File: src/design/bmpc_pkg.sv
/*
 * bmpc_pkg: shared constants and carrier types for the battery monitor
 * bus and power control block.
 * Assumes a 125 MHz core clock; all long counts derive from it.
 */
// Functional notes
// - both lines low two seconds: bus off
// - leave bus off when a line rises
// - bus ready within one millisecond after
// - both lines low five seconds: calibrate
// - sample system present once per second
// - present input low records host present
// - refresh cell voltages every second (code: every second in normal mode only, at the set interval in sleep)
// - normal mode runs cycle every second
// - sleep mode runs cycle at set interval
// - current or fault wakes from sleep
// - shutdown stops measuring, protecting, talking
// - secondary fault drives fuse output
// - fuse pin read back as blown
// - balancing enables weak cell tap pull-down
// - accumulate current in charge counter
// - positive sense charging, negative discharging
// - clock low past timeout aborts transaction
// - both lines high over 50 us resets
// - idle reset only when disable bit clear
package bmpc_pkg;

	// ---------------------------------------------------------------
	// timing
	// ---------------------------------------------------------------
	localparam int unsigned CLK_HZ         = 125_000_000;
	localparam int unsigned CLK_PER_MS     = CLK_HZ / 1000;
	// bus off: least 2 s
	localparam int unsigned BUS_OFF_S      = 2;
	// ready after bus off cleared: at most 1 ms
	localparam int unsigned BUS_READY_MS   = 1;
	localparam int unsigned BUS_READY_CYC  = BUS_READY_MS * CLK_PER_MS;
	// auto calibration: least 5 s
	localparam int unsigned CALIB_S        = 5;
	// clock low timeout, 25 to 35 ms; 30 ms chosen inside the window
	localparam int unsigned TIMEOUT_MS     = 30;
	localparam int unsigned TIMEOUT_CYC    = TIMEOUT_MS * CLK_PER_MS;
	// idle reset: more than 50 us
	localparam int unsigned IDLE_US        = 50;
	localparam int unsigned IDLE_CYC       = IDLE_US * (CLK_HZ / 1_000_000);
	// periodic schedule of one second
	localparam int unsigned TICK_S         = 1;
	localparam int unsigned SEC_CYC        = TICK_S * CLK_HZ;
	// default sleep interval in seconds
	localparam logic [7:0]  SLEEP_IVL_RST  = 8'h0a;
	// counter widths
	localparam int unsigned CNT_W          = 32;
	localparam int unsigned ACC_W          = 32;
	localparam int unsigned CELLS          = 4;

	// ---------------------------------------------------------------
	// carriers
	// ---------------------------------------------------------------
	typedef enum logic [2:0] {
		PWR_NORMAL   = 3'b001,
		PWR_SLEEP    = 3'b010,
		PWR_SHUTDOWN = 3'b100
	} bmpc_pwr_t;

	typedef struct packed {
		logic busOff;
		logic busReady;
		logic calibStart;
		logic timeoutErr;
		logic idleReset;
	} bmpc_bus_stat_t;

	typedef struct packed {
		logic measure;
		logic chargeAct;
		logic dischargeAct;
	} bmpc_meas_t;

endpackage

File: src/design/bmpc_sync.sv
/*
 * bmpc_sync: two flip-flop level synchroniser, one per bit.
 * Assumes inputs are asynchronous to clk; output lags two edges.
 */
`timescale 1ns/1ps
`default_nettype none
module bmpc_sync #(
	parameter int unsigned W = 1
) (
	// clock and reset
	input  wire logic         clk,
	input  wire logic         rstn,
	// data
	input  wire logic [W-1:0] din,
	output var  logic [W-1:0] dout
);
	// first stage read only by second
	logic [W-1:0] meta_q;

	// ---------------------------------------------------------------
	// two stage capture
	// ---------------------------------------------------------------
	always_ff @(posedge clk or negedge rstn) begin
		if (!rstn) begin
			meta_q <= '0;
			dout   <= '0;
		end else begin
			meta_q <= din;
			dout   <= meta_q;
		end
	end
endmodule
`default_nettype wire

File: src/design/bmpc_timer.sv
/*
 * bmpc_timer: saturating run-length counter; counts while run is high,
 * clears when it drops, flags once count reaches limit.
 * Assumes run comes from synchronised logic.
 */
`timescale 1ns/1ps
`default_nettype none
module bmpc_timer #(
	parameter int unsigned W = 32
) (
	// clock and reset
	input  wire logic         clk,
	input  wire logic         rstn,
	// control
	input  wire logic         run,
	input  wire logic [W-1:0] limit,
	// result
	output var  logic         reached
);
	logic [W-1:0] cnt_q;   // run length so far
	logic [W-1:0] cnt_d;
	wire          atLimit = (cnt_q >= limit);

	// saturate so the flag cannot wrap off
	assign cnt_d = !run ? '0 : (atLimit ? cnt_q : cnt_q + 1'b1);

	// ---------------------------------------------------------------
	// count register
	// ---------------------------------------------------------------
	always_ff @(posedge clk or negedge rstn) begin
		if (!rstn) begin
			cnt_q   <= '0;
			reached <= 1'b0;
		end else begin
			cnt_q   <= cnt_d;
			reached <= run && (cnt_d >= limit);
		end
	end
endmodule
`default_nettype wire

File: src/design/bmpc_ctrl.sv
/*
 * bmpc_ctrl: bus state watch, power mode sequencer, fuse and
 * balancing drive, charge counter of the battery monitor.
 * Assumes bus lines, present, fuse sense are raw pins; sense sign,
 * fault and balance requests come from logic on clk.
 */
`timescale 1ns/1ps
`default_nettype none
module bmpc_ctrl #(
	parameter int unsigned SEC_CYC     = bmpc_pkg::SEC_CYC,
	parameter int unsigned TIMEOUT_CYC = bmpc_pkg::TIMEOUT_CYC,
	parameter int unsigned READY_CYC   = bmpc_pkg::BUS_READY_CYC,
	parameter int unsigned CELLS       = bmpc_pkg::CELLS,
	parameter int unsigned ACC_W       = bmpc_pkg::ACC_W
) (
	// clock and reset
	input  wire logic                     clk,
	input  wire logic                     rstn,
	// bus pins, sampled only (open drain driven elsewhere)
	input  wire logic                     bus_clock_line,
	input  wire logic                     bus_data_line,
	input  wire logic                     bus_timeout_disable,
	input  wire logic                     busActive,
	// system present pin, active low
	input  wire logic                     system_present_n,
	// power control
	input  wire logic                     sleepReq,
	input  wire logic                     shutdownReq,
	input  wire logic [7:0]               sleepInterval,
	input  wire logic                     currentFlow,
	input  wire logic                     faultDetect,
	// measurement inputs
	input  wire logic                     senseValid,
	input  wire logic signed [15:0]       senseSample,
	// fuse
	input  wire logic                     secondaryFault,
	input  wire logic                     fuseSenseIn,
	output logic                          fuseOut,
	output logic                          fuseOe,
	output logic                          fuseBlown,
	// balancing
	input  wire logic [CELLS-1:0]         balanceReq,
	output logic [CELLS-1:0]              cellTapPulldown,
	// status
	output bmpc_pkg::bmpc_bus_stat_t      busStat,
	output bmpc_pkg::bmpc_meas_t          measStat,
	output bmpc_pkg::bmpc_pwr_t           pwrMode,
	output logic                          hostPresent,
	output logic                          cellUpdate,
	output logic signed [ACC_W-1:0]       chargeCount
);
	// ---------------------------------------------------------------
	// pin synchronisers
	// ---------------------------------------------------------------
	logic [3:0] pinSync;   // clock, data, present, fuse sense
	bmpc_sync #(.W(4)) uSync (
		.clk  (clk),
		.rstn (rstn),
		.din  ({bus_clock_line, bus_data_line, system_present_n, fuseSenseIn}),
		.dout (pinSync)
	);
	wire sclS = pinSync[3];
	wire sdaS = pinSync[2];
	wire presS = pinSync[1];
	wire fuseS = pinSync[0];

	wire isShutdown = (pwrMode == bmpc_pkg::PWR_SHUTDOWN);
	wire bothLow    = !sclS && !sdaS;
	wire bothHigh   = sclS && sdaS;

	// ---------------------------------------------------------------
	// one second tick, cycle counted
	// ---------------------------------------------------------------
	logic [31:0] sec_q;    // cycles into current second
	wire         secTick = (sec_q == 32'(SEC_CYC - 1));
	always_ff @(posedge clk or negedge rstn) begin
		if (!rstn) sec_q <= '0;
		else       sec_q <= secTick ? '0 : sec_q + 1'b1;
	end

	// ---------------------------------------------------------------
	// long low timers: bus off and calibration
	// ---------------------------------------------------------------
	wire offReached;
	wire calReached;
	bmpc_timer #(.W(32)) uOffTmr (
		.clk     (clk),
		.rstn    (rstn),
		.run     (bothLow),
		.limit   (32'(bmpc_pkg::BUS_OFF_S * SEC_CYC)),
		.reached (offReached)
	);
	bmpc_timer #(.W(32)) uCalTmr (
		.clk     (clk),
		.rstn    (rstn),
		.run     (bothLow),
		.limit   (32'(bmpc_pkg::CALIB_S * SEC_CYC)),
		.reached (calReached)
	);

	// short timers: clock low timeout and idle
	wire toReached;
	wire idleReached;
	bmpc_timer #(.W(32)) uToTmr (
		.clk     (clk),
		.rstn    (rstn),
		.run     (!sclS && busActive),
		.limit   (32'(TIMEOUT_CYC)),
		.reached (toReached)
	);
	bmpc_timer #(.W(32)) uIdleTmr (
		.clk     (clk),
		.rstn    (rstn),
		.run     (bothHigh && !bus_timeout_disable),
		.limit   (32'(bmpc_pkg::IDLE_CYC + 1)),
		.reached (idleReached)
	);

	// ---------------------------------------------------------------
	// bus off state and ready delay
	// ---------------------------------------------------------------
	logic        busOff_q;     // bus off held
	logic        calDone_q;    // one calibration per low stretch
	logic        calPulse_q;   // calibration start strobe
	logic [31:0] rdy_q;        // cycles left to ready
	logic        toErr_q;
	logic        idleRst_q;
	logic        toSeen_q;
	logic        idleSeen_q;

	always_ff @(posedge clk or negedge rstn) begin
		if (!rstn) begin
			busOff_q <= 1'b0;
		end else if (busOff_q) begin
			if (sclS || sdaS) busOff_q <= 1'b0;
		end else if (offReached) begin
			busOff_q <= 1'b1;
		end
	end

	always_ff @(posedge clk or negedge rstn) begin
		if (!rstn)                        rdy_q <= '0;
		else if (busOff_q && (sclS || sdaS)) rdy_q <= 32'(READY_CYC - 1);
		else if (rdy_q != '0)             rdy_q <= rdy_q - 1'b1;
	end

	// one start strobe per low stretch
	always_ff @(posedge clk or negedge rstn) begin
		if (!rstn) begin
			calDone_q  <= 1'b0;
			calPulse_q <= 1'b0;
		end else begin
			calPulse_q <= calReached && !calDone_q && !isShutdown;
			calDone_q  <= bothLow && (calDone_q || calReached);
		end
	end

	// timeout and idle pulses, once per stretch
	always_ff @(posedge clk or negedge rstn) begin
		if (!rstn) begin
			toErr_q    <= 1'b0;
			idleRst_q  <= 1'b0;
			toSeen_q   <= 1'b0;
			idleSeen_q <= 1'b0;
		end else begin
			toErr_q    <= toReached && !toSeen_q;
			toSeen_q   <= toReached;
			idleRst_q  <= idleReached && !idleSeen_q;
			idleSeen_q <= idleReached;
		end
	end

	assign busStat.busOff     = busOff_q;
	assign busStat.busReady   = !busOff_q && (rdy_q == '0) && !isShutdown;
	assign busStat.calibStart = calPulse_q;
	assign busStat.timeoutErr = toErr_q && !isShutdown;
	assign busStat.idleReset  = idleRst_q && !isShutdown;

	// ---------------------------------------------------------------
	// power mode sequencer
	// ---------------------------------------------------------------
	bmpc_pkg::bmpc_pwr_t pwr_d;
	always_comb begin
		pwr_d = pwrMode;
		case (pwrMode)
			bmpc_pkg::PWR_NORMAL: begin
				if (shutdownReq)   pwr_d = bmpc_pkg::PWR_SHUTDOWN;
				else if (sleepReq) pwr_d = bmpc_pkg::PWR_SLEEP;
			end
			bmpc_pkg::PWR_SLEEP: begin
				if (shutdownReq)                     pwr_d = bmpc_pkg::PWR_SHUTDOWN;
				else if (currentFlow || faultDetect) pwr_d = bmpc_pkg::PWR_NORMAL;
			end
			// shutdown leaves only through reset
			bmpc_pkg::PWR_SHUTDOWN: pwr_d = bmpc_pkg::PWR_SHUTDOWN;
			default:                pwr_d = bmpc_pkg::PWR_NORMAL;
		endcase
	end

	always_ff @(posedge clk or negedge rstn) begin
		if (!rstn) pwrMode <= bmpc_pkg::PWR_NORMAL;
		else       pwrMode <= pwr_d;
	end

	// ---------------------------------------------------------------
	// measurement cycle scheduling
	// ---------------------------------------------------------------
	logic [7:0] slp_q;   // seconds since last sleep cycle
	wire        slpDue = (slp_q + 8'h01 >= sleepInterval);
	wire        cycleNow = secTick && (pwrMode == bmpc_pkg::PWR_NORMAL
	                       || (pwrMode == bmpc_pkg::PWR_SLEEP && slpDue));
	always_ff @(posedge clk or negedge rstn) begin
		if (!rstn)                                 slp_q <= '0;
		else if (pwrMode != bmpc_pkg::PWR_SLEEP)   slp_q <= '0;
		else if (secTick)                          slp_q <= slpDue ? '0 : slp_q + 8'h01;
	end

	logic measure_q;
	always_ff @(posedge clk or negedge rstn) begin
		if (!rstn) begin
			measure_q  <= 1'b0;
			cellUpdate <= 1'b0;
		end else begin
			measure_q  <= cycleNow;
			cellUpdate <= cycleNow;
		end
	end

	// ---------------------------------------------------------------
	// system present poll
	// ---------------------------------------------------------------
	// sample on the second
	always_ff @(posedge clk or negedge rstn) begin
		if (!rstn)                       hostPresent <= 1'b0;
		else if (secTick && !isShutdown) hostPresent <= !presS;
	end

	// ---------------------------------------------------------------
	// charge counter and direction
	// ---------------------------------------------------------------
	logic chg_q;
	logic dis_q;
	always_ff @(posedge clk or negedge rstn) begin
		if (!rstn) begin
			chargeCount <= '0;
			chg_q       <= 1'b0;
			dis_q       <= 1'b0;
		end else if (senseValid && !isShutdown) begin
			chargeCount <= chargeCount + ACC_W'(senseSample);
			chg_q       <= (senseSample > 0);
			dis_q       <= (senseSample < 0);
		end
	end
	assign measStat.measure      = measure_q;
	assign measStat.chargeAct    = chg_q;
	assign measStat.dischargeAct = dis_q;

	// ---------------------------------------------------------------
	// fuse drive and sense
	// ---------------------------------------------------------------
	logic fuseFire_q;   // latched, blow is permanent
	always_ff @(posedge clk or negedge rstn) begin
		if (!rstn) begin
			fuseFire_q <= 1'b0;
			fuseBlown  <= 1'b0;
		end else begin
			if (secondaryFault && !isShutdown) fuseFire_q <= 1'b1;
			fuseBlown <= fuseS;
		end
	end
	assign fuseOut = fuseFire_q;
	assign fuseOe  = fuseFire_q;

	// ---------------------------------------------------------------
	// cell balancing pull-downs
	// ---------------------------------------------------------------
	// weak pull-down per tap
	genvar gi;
	generate
		for (gi = 0; gi < CELLS; gi++) begin : gBal
			always_ff @(posedge clk or negedge rstn) begin
				if (!rstn) cellTapPulldown[gi] <= 1'b0;
				else       cellTapPulldown[gi] <= balanceReq[gi] && !isShutdown;
			end
		end
	endgenerate
endmodule
`default_nettype wire

File: config.mk
export PLATFORM = sky130hd
export DESIGN_NAME = bmpc_ctrl
export DESIGN_NICKNAME = d
export VERILOG_FILES = /design/src/design/bmpc_pkg.sv /design/src/design/bmpc_sync.sv /design/src/design/bmpc_timer.sv /design/src/design/bmpc_ctrl.sv
export SDC_FILE = /design/constraint.sdc
export NUM_CORES = 1
export LEC_CHECK = 0
export ABC_CLOCK_PERIOD_IN_PS = 7800
export BUFFER_PORTS_ARGS = -buffer_cell sky130_fd_sc_hd__buf_2
export CAP_MARGIN = 5
export CORE_MARGIN = 2
export CORE_UTILIZATION = 30
export CTS_CLUSTER_DIAMETER = 80
export DETAILED_ROUTE_END_ITERATION = 10
export SYNTH_ARGS = -nofsm -noshare
export SYNTH_HDL_FRONTEND = slang
export SYNTH_SLANG_ARGS = --single-unit
File: constraint.sdc
create_clock -name clk -period 7.8 [get_ports clk]
set_input_delay 1.17 -clock clk [delete_from_list [all_inputs] [get_ports clk]]
set_output_delay 1.17 -clock clk [all_outputs]
set_load 0.01 [all_outputs]
==> results.toml, run 1 <==
[power]
part_of_the_power_in_combinational_logic = 0.250
leakage_power_total_nw = 7.42
power.ir.vdd_worst_mv = 0.221
internal_power_mw = 2.75
fin_total_pwr_mw = 4.00
swShare = 0.313
pwr-share-clk = 0.357
switchingPower_mw = 1.25
power_per_cell_area_mw_per_mm2 = 250
p_seq_frac = 0.393

[placement]
routabilityCongestion = 0.826
io_buffer_count = 93
place_ws_ps = 3300
hpwlAfterDp_mm = 19.9

[logic_synthesis]
synthesis.instances = 1457
synth.lib_cells_used.distinct = 72
synth_seq_cells = 264
average_instance_area_after_synthesis_um2 = 9.55
ys_async_sr_fraction = 1.00
number_of_synthesized_flops_with_an_enable_pin = 0
synthesis.area_mm2 = 0.0139
yosysSeqAreaShare = 0.475
yosysWarnings = 0
synth-main-ff-cell = "sky130_fd_sc_hd__dfrtp_1"
synthesis.nets = 1549

[grt]
grt_overflow = 0
grt_util_all_layers = 0.121
grt_pass1_wl_mm = 49.5
largest_net_degree_at_the_start_of_global_routing = 112
first_global_vias = 10500
initial_antenna_violation_count = 0

[cts]
ctsResizeCount = 0
cts.reportedPaths.clkPinSlew_ps = 60
clk_latency_ps = 570
ctsRootBufferMaster = "sky130_fd_sc_hd__clkbuf_16"
clkSinkCount = 264
cts-hold-fix-buffers = 0
tritoncts_clock_tree = "yes"
number_of_buffers_between_clock_root_and_the_deepest_sink = 3
numCtsBuffers = 30
htree_levels = 1
cts.repair_timing.setup_buffer_count = 0

[worst_setup_path]
setup_crit_start_kind = "register"
timing.setup.critical_path_class = "reg2out"
arrival_time_of_the_worst_setup_path_ps = 3250
maximum_fanout_along_the_worst_path = 5
crit_path_end_kind = "output pin"
worst_ep_required_time_ps = 6630
worstReg2RegEnd = "uCalTmr.reached"
ff_to_ff_path_depth = 10
reg2reg_from = "uCalTmr.cnt_q[16]"
timing.reg2reg.setup_slack_ps = 3940

[drt]
finalWirelength_mm = 29.1
antenna_left = 0
vias = 10600
post-route-drc-count = 0
dr.first_iter.drc_count = 612
routed_length_per_placed_instance_um = 13.5
viasPerCell = 4.88
detail_route.first_pass.iterations = 5

[timing]
setup_slack_ps = 3380
grt_setup_unrepaired = "false"
period_utilization = 0.566
maxSlewViolCount = 0
final.setup_skew_ps = 21.6
layout_min_cycle_time_ps = 4420
timing.setup.tns_ps = 0
max_clock_freq_mhz = 226
tightest_slew_ps = 1020
tightest_slew_margin_relative_to_the_limit = 0.314
finalHoldViolations = 0
final_setup_violation_count = 0

[min_path]
timing.hold.worst.class = "reg2reg"
whs_endpoint = "uSync.dout[3]"
hold_path_startpoint = "uSync.meta_q[3]"
holdPathStages = 0

[die]
core_area_mm2 = 0.0456
num_io_pins = 94
fp-row-count = 78
die_h_um = 219
die-area_mm2 = 0.0481
die_w_um = 219
floorplan.initialDensity = 0.305

[run_status]
status = "finished clean"

[finish]
num-fill-cells = 4598
layout-area-overhead-vs-synth_pct = 14.9
nets = 1633
insertedDiodeCount = 0
drive_above_1_share = 0.108

[run]
drv.max_cap_violation_count = 0
==> layer usage <==
metal  GRT usage  part of all wire  up-vias
met5           0                 0        -
met4      0.0286             0.021        0
li1            -                 -     5243
met3      0.0212             0.044       49
met1       0.167              0.49     5096
met2       0.199              0.45      187
==> flip-flops by register name (all words and copies together), names as in the netlist, 3 cells and up <==
signal	count
cellTapPulldown	4
chargeCount	32
pwrMode	3
rdy_q	32
sec_q	32
slp_q	8
uCalTmr.cnt_q	32
uIdleTmr.cnt_q	32
uOffTmr.cnt_q	32
uSync.dout	4
uSync.meta_q	4
uToTmr.cnt_q	32
==> worst max path at each step <==
stage | cells past startpoint | slack, ps | to | from
after floorplan | 11 | 3950 | chargeCount[27] | senseSample[6]
after global placement | 12 | 3320 | chargeCount[27] | senseSample[1]
after detailed placement | 12 | 3300 | chargeCount[27] | senseSample[6]
after CTS | 7 | 3280 | busStat[3] | rdy_q[22]
after global routing | 7 | 3160 | busStat[3] | rdy_q[20]
final | 7 | 3380 | busStat[3] | rdy_q[20]
==> worst max-delay path, stage by stage, from the launching register on <==
cell	delay (ps)
sky130_fd_sc_hd__dfrtp_1	410
sky130_fd_sc_hd__or4_4	540
sky130_fd_sc_hd__or3_4	360
sky130_fd_sc_hd__or4_4	470
sky130_fd_sc_hd__nor4_4	210
sky130_fd_sc_hd__nand4b_1	220
sky130_fd_sc_hd__nor3_1	270
sky130_fd_sc_hd__buf_2	190
==> power by group through the flow <==
stage / clock network [mW] / registers (mW) / logic (mW)
after global placement: 0 / 1.59 / 0.983
after CTS: 1.48 / 1.57 / 1.00
after floorplan: 0 / 1.61 / 0.651
after detailed placement: 0 / 1.60 / 0.995
after global routing: 1.54 / 1.58 / 1.12
final: 1.43 / 1.57 / 0.999
==> placed cells by master, fill, tap and decap left out, drive strengths merged, types with 5 or more instances in the layout <==
cell and n:
a2111oi 6, a31oi 8, dfrtp 263, xnor2 88, and4 9, xor2 79
o21ai 74, ha 49, and3 33, nand4 29, clkinv 5, a211oi 12
nor3 38, or4 11, clkbuf 47, inv 47, or3 20, nand3 55
o31ai 6, a21o 26, buf 100, and2 55, nand2b 10, a21oi 43
nor2 184, mux2i 8, nand2 132, nor2b 15, or2 7, nand4b 5
o21a 10, nor4 28
==> cell usage after synthesis (3+ instances only) <==
library cell | number | area [µm²]
sky130_fd_sc_hd__nor4_1 | 26 | 163
sky130_fd_sc_hd__o211a_1 | 3 | 30.0
sky130_fd_sc_hd__nand2_1 | 132 | 495
sky130_fd_sc_hd__o21a_1 | 10 | 75.1
sky130_fd_sc_hd__o41ai_1 | 3 | 26.3
sky130_fd_sc_hd__o21ai_0 | 73 | 365
sky130_fd_sc_hd__a41o_1 | 3 | 30.0
sky130_fd_sc_hd__a21o_1 | 26 | 195
sky130_fd_sc_hd__or2_2 | 7 | 43.8
sky130_fd_sc_hd__or3_1 | 19 | 119
sky130_fd_sc_hd__a31oi_1 | 8 | 50.1
sky130_fd_sc_hd__nor3_1 | 38 | 190
sky130_fd_sc_hd__or4_1 | 9 | 67.6
sky130_fd_sc_hd__and4_1 | 9 | 78.8
sky130_fd_sc_hd__xor2_1 | 79 | 692
sky130_fd_sc_hd__o21bai_1 | 3 | 22.5
sky130_fd_sc_hd__nor2_1 | 184 | 691
sky130_fd_sc_hd__o22ai_1 | 4 | 25.0
sky130_fd_sc_hd__o2111ai_1 | 3 | 26.3
sky130_fd_sc_hd__and2_1 | 55 | 344
sky130_fd_sc_hd__a2111oi_0 | 6 | 52.6
sky130_fd_sc_hd__xnor2_1 | 88 | 771
sky130_fd_sc_hd__o211ai_1 | 3 | 22.5
sky130_fd_sc_hd__nand3_1 | 55 | 275
sky130_fd_sc_hd__dfrtp_1 | 263 | 6580
sky130_fd_sc_hd__nand4b_1 | 5 | 43.8
sky130_fd_sc_hd__mux2_2 | 4 | 45.0
sky130_fd_sc_hd__clkbuf_1 | 39 | 146
sky130_fd_sc_hd__a211oi_1 | 12 | 90.1
sky130_fd_sc_hd__o31ai_1 | 6 | 45.0
sky130_fd_sc_hd__nor2b_1 | 15 | 93.8
sky130_fd_sc_hd__inv_1 | 46 | 173
sky130_fd_sc_hd__nor4b_1 | 4 | 35.0
sky130_fd_sc_hd__nand4_1 | 29 | 181
sky130_fd_sc_hd__mux2i_1 | 8 | 80.1
sky130_fd_sc_hd__buf_4 | 6 | 45.0
sky130_fd_sc_hd__nand2b_1 | 10 | 62.6
sky130_fd_sc_hd__ha_1 | 49 | 613
sky130_fd_sc_hd__a21oi_1 | 43 | 215
sky130_fd_sc_hd__and3_1 | 33 | 206
==> per-stage QoR <==
stage,util,hold slack (ps),std cells,instance area (µm²)
CTS,0.351,351,2165,16000
floorplan,-,331,1457,13900
detailed placement,0.329,338,2109,15000
global placement,0.329,334,2109,15000
finish,0.351,348,2165,16000
global route,0.351,354,2165,16000
==> cell families after synthesis <==
logic type | after synthesis | synth area share
mux | 12 | 0.00899
flops | 264 | 0.475
compound gates | 222 | 0.102
simple gates | 648 | 0.236
fa+ha+maj | 50 | 0.0455
xor+xnor | 167 | 0.105
buf+inv | 94 | 0.0277
==> cell type report <==
class | count | area, µm² | area share
multi-input cells | 1099 | 6920 | 0.433
flip-flops and latches | 264 | 6610 | 0.413
clock buffers | 47 | 895 | 0.0559
well taps | 600 | 751 | 0.0469
repair buffers | 100 | 528 | 0.0330
inverters | 46 | 173 | 0.0108
clock inverters | 9 | 116 | 0.00728
No activity file was read; power rests on OpenSTA's default activity.
==> run 2, diff against run 1 <==
--- a/config.mk
+++ b/config.mk
@@ -5,7 +5,7 @@
 export SDC_FILE = /design/constraint.sdc
 export NUM_CORES = 1
 export LEC_CHECK = 0
-export ABC_CLOCK_PERIOD_IN_PS = 7800
+export ABC_CLOCK_PERIOD_IN_PS = 4600
 export BUFFER_PORTS_ARGS = -buffer_cell sky130_fd_sc_hd__buf_2
 export CAP_MARGIN = 5
 export CORE_MARGIN = 2
==> constraint.sdc (replaced) <==
create_clock -name clk -period 4.6 [get_ports clk]
set_input_delay 0.69 -clock clk [delete_from_list [all_inputs] [get_ports clk]]
set_output_delay 0.69 -clock clk [all_outputs]
set_load 0.01 [all_outputs]
==> results.toml, run 2 (synthesis results as in run 1) <==
[finish]
layout-area-overhead-vs-synth_pct = 15.7
layout.cells.most_common = "sky130_fd_sc_hd__dfrtp_1"
nets = 1636
num-fill-cells = 4542
drive_above_1_share = 0.114
insertedDiodeCount = 0
layout_common_cells = "sky130_fd_sc_hd__dfrtp_1, sky130_fd_sc_hd__nor2_1, sky130_fd_sc_hd__nand2_1, sky130_fd_sc_hd__buf_2, sky130_fd_sc_hd__xnor2_1"
post-route-cell-area_mm2 = 0.0161
instances_no_fill = 2167
postLayoutCoreUtil = 0.353

[worst_setup_path]
setup_crit_start_kind = "register"
cpLargestDelayFamily = "simple AND/OR/NAND/NOR gates"
ff_to_ff_path_depth = 10
timing.reg2reg.setup_slack_ps = 1200
worst_setup_path_startpoint = "rdy_q[20]"
worst_ep_required_time_ps = 3910
timing.critical_path.mode_cell = "sky130_fd_sc_hd__or4_4"
timing.critical_path.slowest_stage_cell = "sky130_fd_sc_hd__or4_4"
cp.buffers_inverters = 1
cp_num_cells = 7
worstReg2RegEnd = "uCalTmr.reached"
maximum_fanout_along_the_worst_path = 5
reg2reg_from = "uCalTmr.cnt_q[16]"
critical-path-max-stage-delay_ps = 540
arrival_time_of_the_worst_setup_path_ps = 3240
crit_path_end_kind = "output pin"
setup.worst_path.end = "busStat[3]"
timing.setup.critical_path_class = "reg2out"
crit_chain = "or4_4 > or3_4 > or4_4 > nor4_4 > nand4b_1 > nor3_1 > buf_2"

[cts]
ctsRootBufferMaster = "sky130_fd_sc_hd__clkbuf_16"
ctsResizeCount = 0
cts.reportedPaths.clkPinSlew_ps = 60
number_of_buffers_between_clock_root_and_the_deepest_sink = 3
cts.repair_timing.setup_buffer_count = 0
tritoncts_clock_tree = "yes"
htree_levels = 1
numCtsBuffers = 31
clkSinkCount = 264
clk_latency_ps = 560
cts-hold-fix-buffers = 0

[die]
core_area_mm2 = 0.0456
fp-row-count = 78
floorplan.initialDensity = 0.305
die-area_mm2 = 0.0481
die_w_um = 219
num_io_pins = 94
die_h_um = 219

[timing]
finalHoldViolations = 0
period_utilization = 0.855
max_clock_freq_mhz = 254
timing.hold.ws_ps = 155
grt_setup_unrepaired = "false"
final_setup_violation_count = 0
setup_slack_ps = 666
timing.setup.tns_ps = 0
final.setup_skew_ps = 10.5
tightest_slew_ps = 1020
tightest_slew_margin_relative_to_the_limit = 0.317
maxSlewViolCount = 0
layout_min_cycle_time_ps = 3930

[placement]
place_ws_ps = 916
io_buffer_count = 93
hpwlAfterDp_mm = 19.9
place_area_mm2 = 0.0150
place_inst = 2111
routabilityCongestion = 0.828

[grt]
largest_net_degree_at_the_start_of_global_routing = 113
grt_overflow = 0
initial_antenna_violation_count = 0
first_global_vias = 10500
grt_pass1_wl_mm = 49.6
grt_util_all_layers = 0.121

[drt]
finalWirelength_mm = 29.0
viasPerCell = 4.87
antenna_left = 0
dr.first_iter.drc_count = 626
routed_length_per_placed_instance_um = 13.4
detail_route.first_pass.iterations = 4
vias = 10500
post-route-drc-count = 0

[run]
drv.max_cap_violation_count = 0

[run_status]
status = "finished clean"

[power]
fin_total_pwr_mw = 6.93
power.ir.vdd_worst_mv = 0.340
leakage_power_total_nw = 7.48
power_per_cell_area_mw_per_mm2 = 431

[min_path]
timing.hold.worst.class = "in2async"
==> run 2: area by class of cell <==
| class | instances | area (µm²) | share of cell area |
|---|---|---|---|
| Multi-Input combinational cell | 1099 | 6920 | 0.430 |
| Sequential cell | 264 | 6610 | 0.410 |
| Clock buffer | 37 | 838 | 0.0521 |
| Tap cell | 600 | 751 | 0.0466 |
| Timing Repair Buffer | 102 | 556 | 0.0345 |
| Clock inverter | 19 | 254 | 0.0158 |
| Inverter | 46 | 173 | 0.0107 |
==> run 2: layer usage <==
metal / share of wire / vias to the layer above / GRT usage / routed length, µm
li1: - / 5228 / - / -
met1: 0.48 / 5084 / 0.163 / 14000
met2: 0.44 / 182 / 0.197 / 12900
met3: 0.048 / 53 / 0.0247 / 1380
met4: 0.024 / 0 / 0.0358 / 709
met5: 0 / - / 0 / 0
==> run 2: worst min path at each step <==
stage	cells past startpoint	start	endpoint	slack, ps
3_3_place_gp	0	uSync.dout[0]	fuseBlown	340
5_1_grt	1	bus_data_line	uSync.meta_q[2]	200
6_report	1	rstn	uIdleTmr.cnt_q[0]	160
2_1_floorplan	0	uSync.dout[0]	fuseBlown	330
3_5_place_dp	0	uSync.meta_q[2]	uSync.dout[2]	340
4_1_cts	1	bus_clock_line	uSync.meta_q[3]	200
==> run 2: where the power goes <==
part / leakage [nW] / internal [mW] / switching [mW]
sequential: 3.57 / 2.50 / 0.162
combinational: 3.38 / 0.714 / 0.962
clock: 0.532 / 1.58 / 1.01
total: 7.48 / 4.80 / 2.13
==> run 3, diff against run 2 <==
--- a/config.mk
+++ b/config.mk
@@ -5,7 +5,7 @@
 export SDC_FILE = /design/constraint.sdc
 export NUM_CORES = 1
 export LEC_CHECK = 0
-export ABC_CLOCK_PERIOD_IN_PS = 4600
+export ABC_CLOCK_PERIOD_IN_PS = 4500
 export BUFFER_PORTS_ARGS = -buffer_cell sky130_fd_sc_hd__buf_2
 export CAP_MARGIN = 5
 export CORE_MARGIN = 2
==> constraint.sdc (replaced) <==
create_clock -name clk -period 4.5 [get_ports clk]
set_input_delay 0.675 -clock clk [delete_from_list [all_inputs] [get_ports clk]]
set_output_delay 0.675 -clock clk [all_outputs]
set_load 0.01 [all_outputs]
==> results.toml, run 3 (synthesis results as in run 1) <==
[power]
power.ir.vdd_worst_mv = 0.317
swShare = 0.313
power_per_cell_area_mw_per_mm2 = 434
pwr-share-clk = 0.361
internal_power_mw = 4.78
p_seq_frac = 0.391
part_of_the_power_in_combinational_logic = 0.248
switchingPower_mw = 2.18
leakage_power_total_nw = 7.45

[placement]
hpwlAfterDp_mm = 20.2
routabilityCongestion = 0.820
io_buffer_count = 93
place_ws_ps = 441

[grt]
grt_util_met3 = 0.0187
grt_overflow = 0
use_met1 = 0.171
grt_pass1_wl_mm = 50.2
grt_most_used_layer = "met2"
initial_antenna_violation_count = 0
met2_usage = 0.199
first_global_vias = 10300
grt_util_all_layers = 0.123
largest_net_degree_at_the_start_of_global_routing = 98

[die]
die_h_um = 219
fp-row-count = 78
floorplan.initialDensity = 0.305
core_area_mm2 = 0.0456
die_w_um = 219
die-area_mm2 = 0.0481
num_io_pins = 94

[worst_setup_path]
arrival_time_of_the_worst_setup_path_ps = 3210
timing.critical_path.slowest_stage_cell = "sky130_fd_sc_hd__or4_4"
timing.reg2reg.setup_slack_ps = 850
crit_path_end_kind = "output pin"
timing.critical_path.mode_cell = "sky130_fd_sc_hd__or4_4"
cp.buffers_inverters = 1
worst_ep_required_time_ps = 3830
cpLargestDelayFamily = "simple AND/OR/NAND/NOR gates"
maximum_fanout_along_the_worst_path = 5
timing.setup.critical_path_class = "reg2out"
crit_chain = "or4_4 > or3_4 > or4_4 > nor4_4 > nand4b_1 > nor3_1 > buf_2"
critical-path-max-stage-delay_ps = 540
setup_crit_start_kind = "register"

[finish]
drive_above_1_share = 0.111
seq_area_mm2 = 0.00661
nets = 1636
layout.cells.most_common = "sky130_fd_sc_hd__dfrtp_1"
num-fill-cells = 4544
layout-area-overhead-vs-synth_pct = 15.4
multi_input_comb_area_mm2 = 0.00692
layout_common_cells = "sky130_fd_sc_hd__dfrtp_1, sky130_fd_sc_hd__nor2_1, sky130_fd_sc_hd__nand2_1, sky130_fd_sc_hd__buf_2, sky130_fd_sc_hd__xnor2_1"

[drt]
finalWirelength_mm = 29.3
antenna_left = 0
dr.first_iter.drc_count = 597
detail_route.first_pass.iterations = 4
vias = 10500
routed_length_per_placed_instance_um = 13.5
viasPerCell = 4.84
post-route-drc-count = 0

[timing]
tightest_slew_margin_relative_to_the_limit = 0.311
maxSlewViolCount = 0
timing.setup.tns_ps = 0
final_setup_violation_count = 0
final.setup_skew_ps = 14.7
period_utilization = 0.864
grt_setup_unrepaired = "false"
tightest_slew_ps = 1030
timing.hold.ws_ps = 137
setup_slack_ps = 613
finalHoldViolations = 0
layout_min_cycle_time_ps = 3890
max_clock_freq_mhz = 257

[cts]
ctsResizeCount = 0
cts-hold-fix-buffers = 0
htree_levels = 1
tritoncts_clock_tree = "yes"
clkSinkCount = 264
clk_latency_ps = 570
numCtsBuffers = 30
cts.repair_timing.setup_buffer_count = 0
cts.reportedPaths.clkPinSlew_ps = 60
ctsRootBufferMaster = "sky130_fd_sc_hd__clkbuf_16"
number_of_buffers_between_clock_root_and_the_deepest_sink = 3

[run]
drv.max_cap_violation_count = 0

[min_path]
timing.hold.worst.class = "in2async"

[run_status]
status = "finished clean"
-- run 3: metal layers --
metal,wire length [µm],share of wire,up-vias
met5,0,0,-
met4,710,0.024,0
met3,1120,0.038,52
met2,13000,0.45,178
met1,14400,0.49,5010
li1,-,-,5255
-- run 3: path summary, 6_finish.rpt --
check	from	endpoint	cells after the start
worst max-delay path	rdy_q[22]	busStat[3]	7
worst min-delay path	rstn	uIdleTmr.cnt_q[0]	1
worst max register to register	chargeCount[6]	chargeCount[27]	11
worst min register to register	uSync.meta_q[2]	uSync.dout[2]	0
max in group asynchronous	rstn	chargeCount[2]	2
min in group clk	fuseSenseIn	uSync.meta_q[0]	1
-- run 3: through the flow --
step,cells,utilization,area [µm²],total power [mW]
2_1_floorplan,1457,-,13900,3.93
3_3_place_gp,2112,0.330,15000,4.46
3_5_place_dp,2112,0.330,15000,4.49
4_1_cts,2168,0.352,16000,7.05
5_1_grt,2168,0.352,16000,7.38
6_report,2169,0.352,16000,6.96
-- run 3: final cells by class --
| class | instances | share of cell area |
|---|---|---|
| Antenna cell | 1 | 0.000156 |
| Clock buffer | 42 | 0.0534 |
| Clock inverter | 14 | 0.00998 |
| Inverter | 46 | 0.0108 |
| Multi-Input combinational cell | 1099 | 0.431 |
| Sequential cell | 264 | 0.412 |
| Tap cell | 600 | 0.0468 |
| Timing Repair Buffer | 103 | 0.0359 |
-- run 3: power groups by stage --
stage	logic [mW]	registers, mW	clock network [mW]
after CTS	1.74	2.72	2.60
after global routing	1.96	2.75	2.68
final	1.73	2.72	2.51
after detailed placement	1.73	2.77	0
after global placement	1.70	2.76	0
after floorplan	1.13	2.80	0
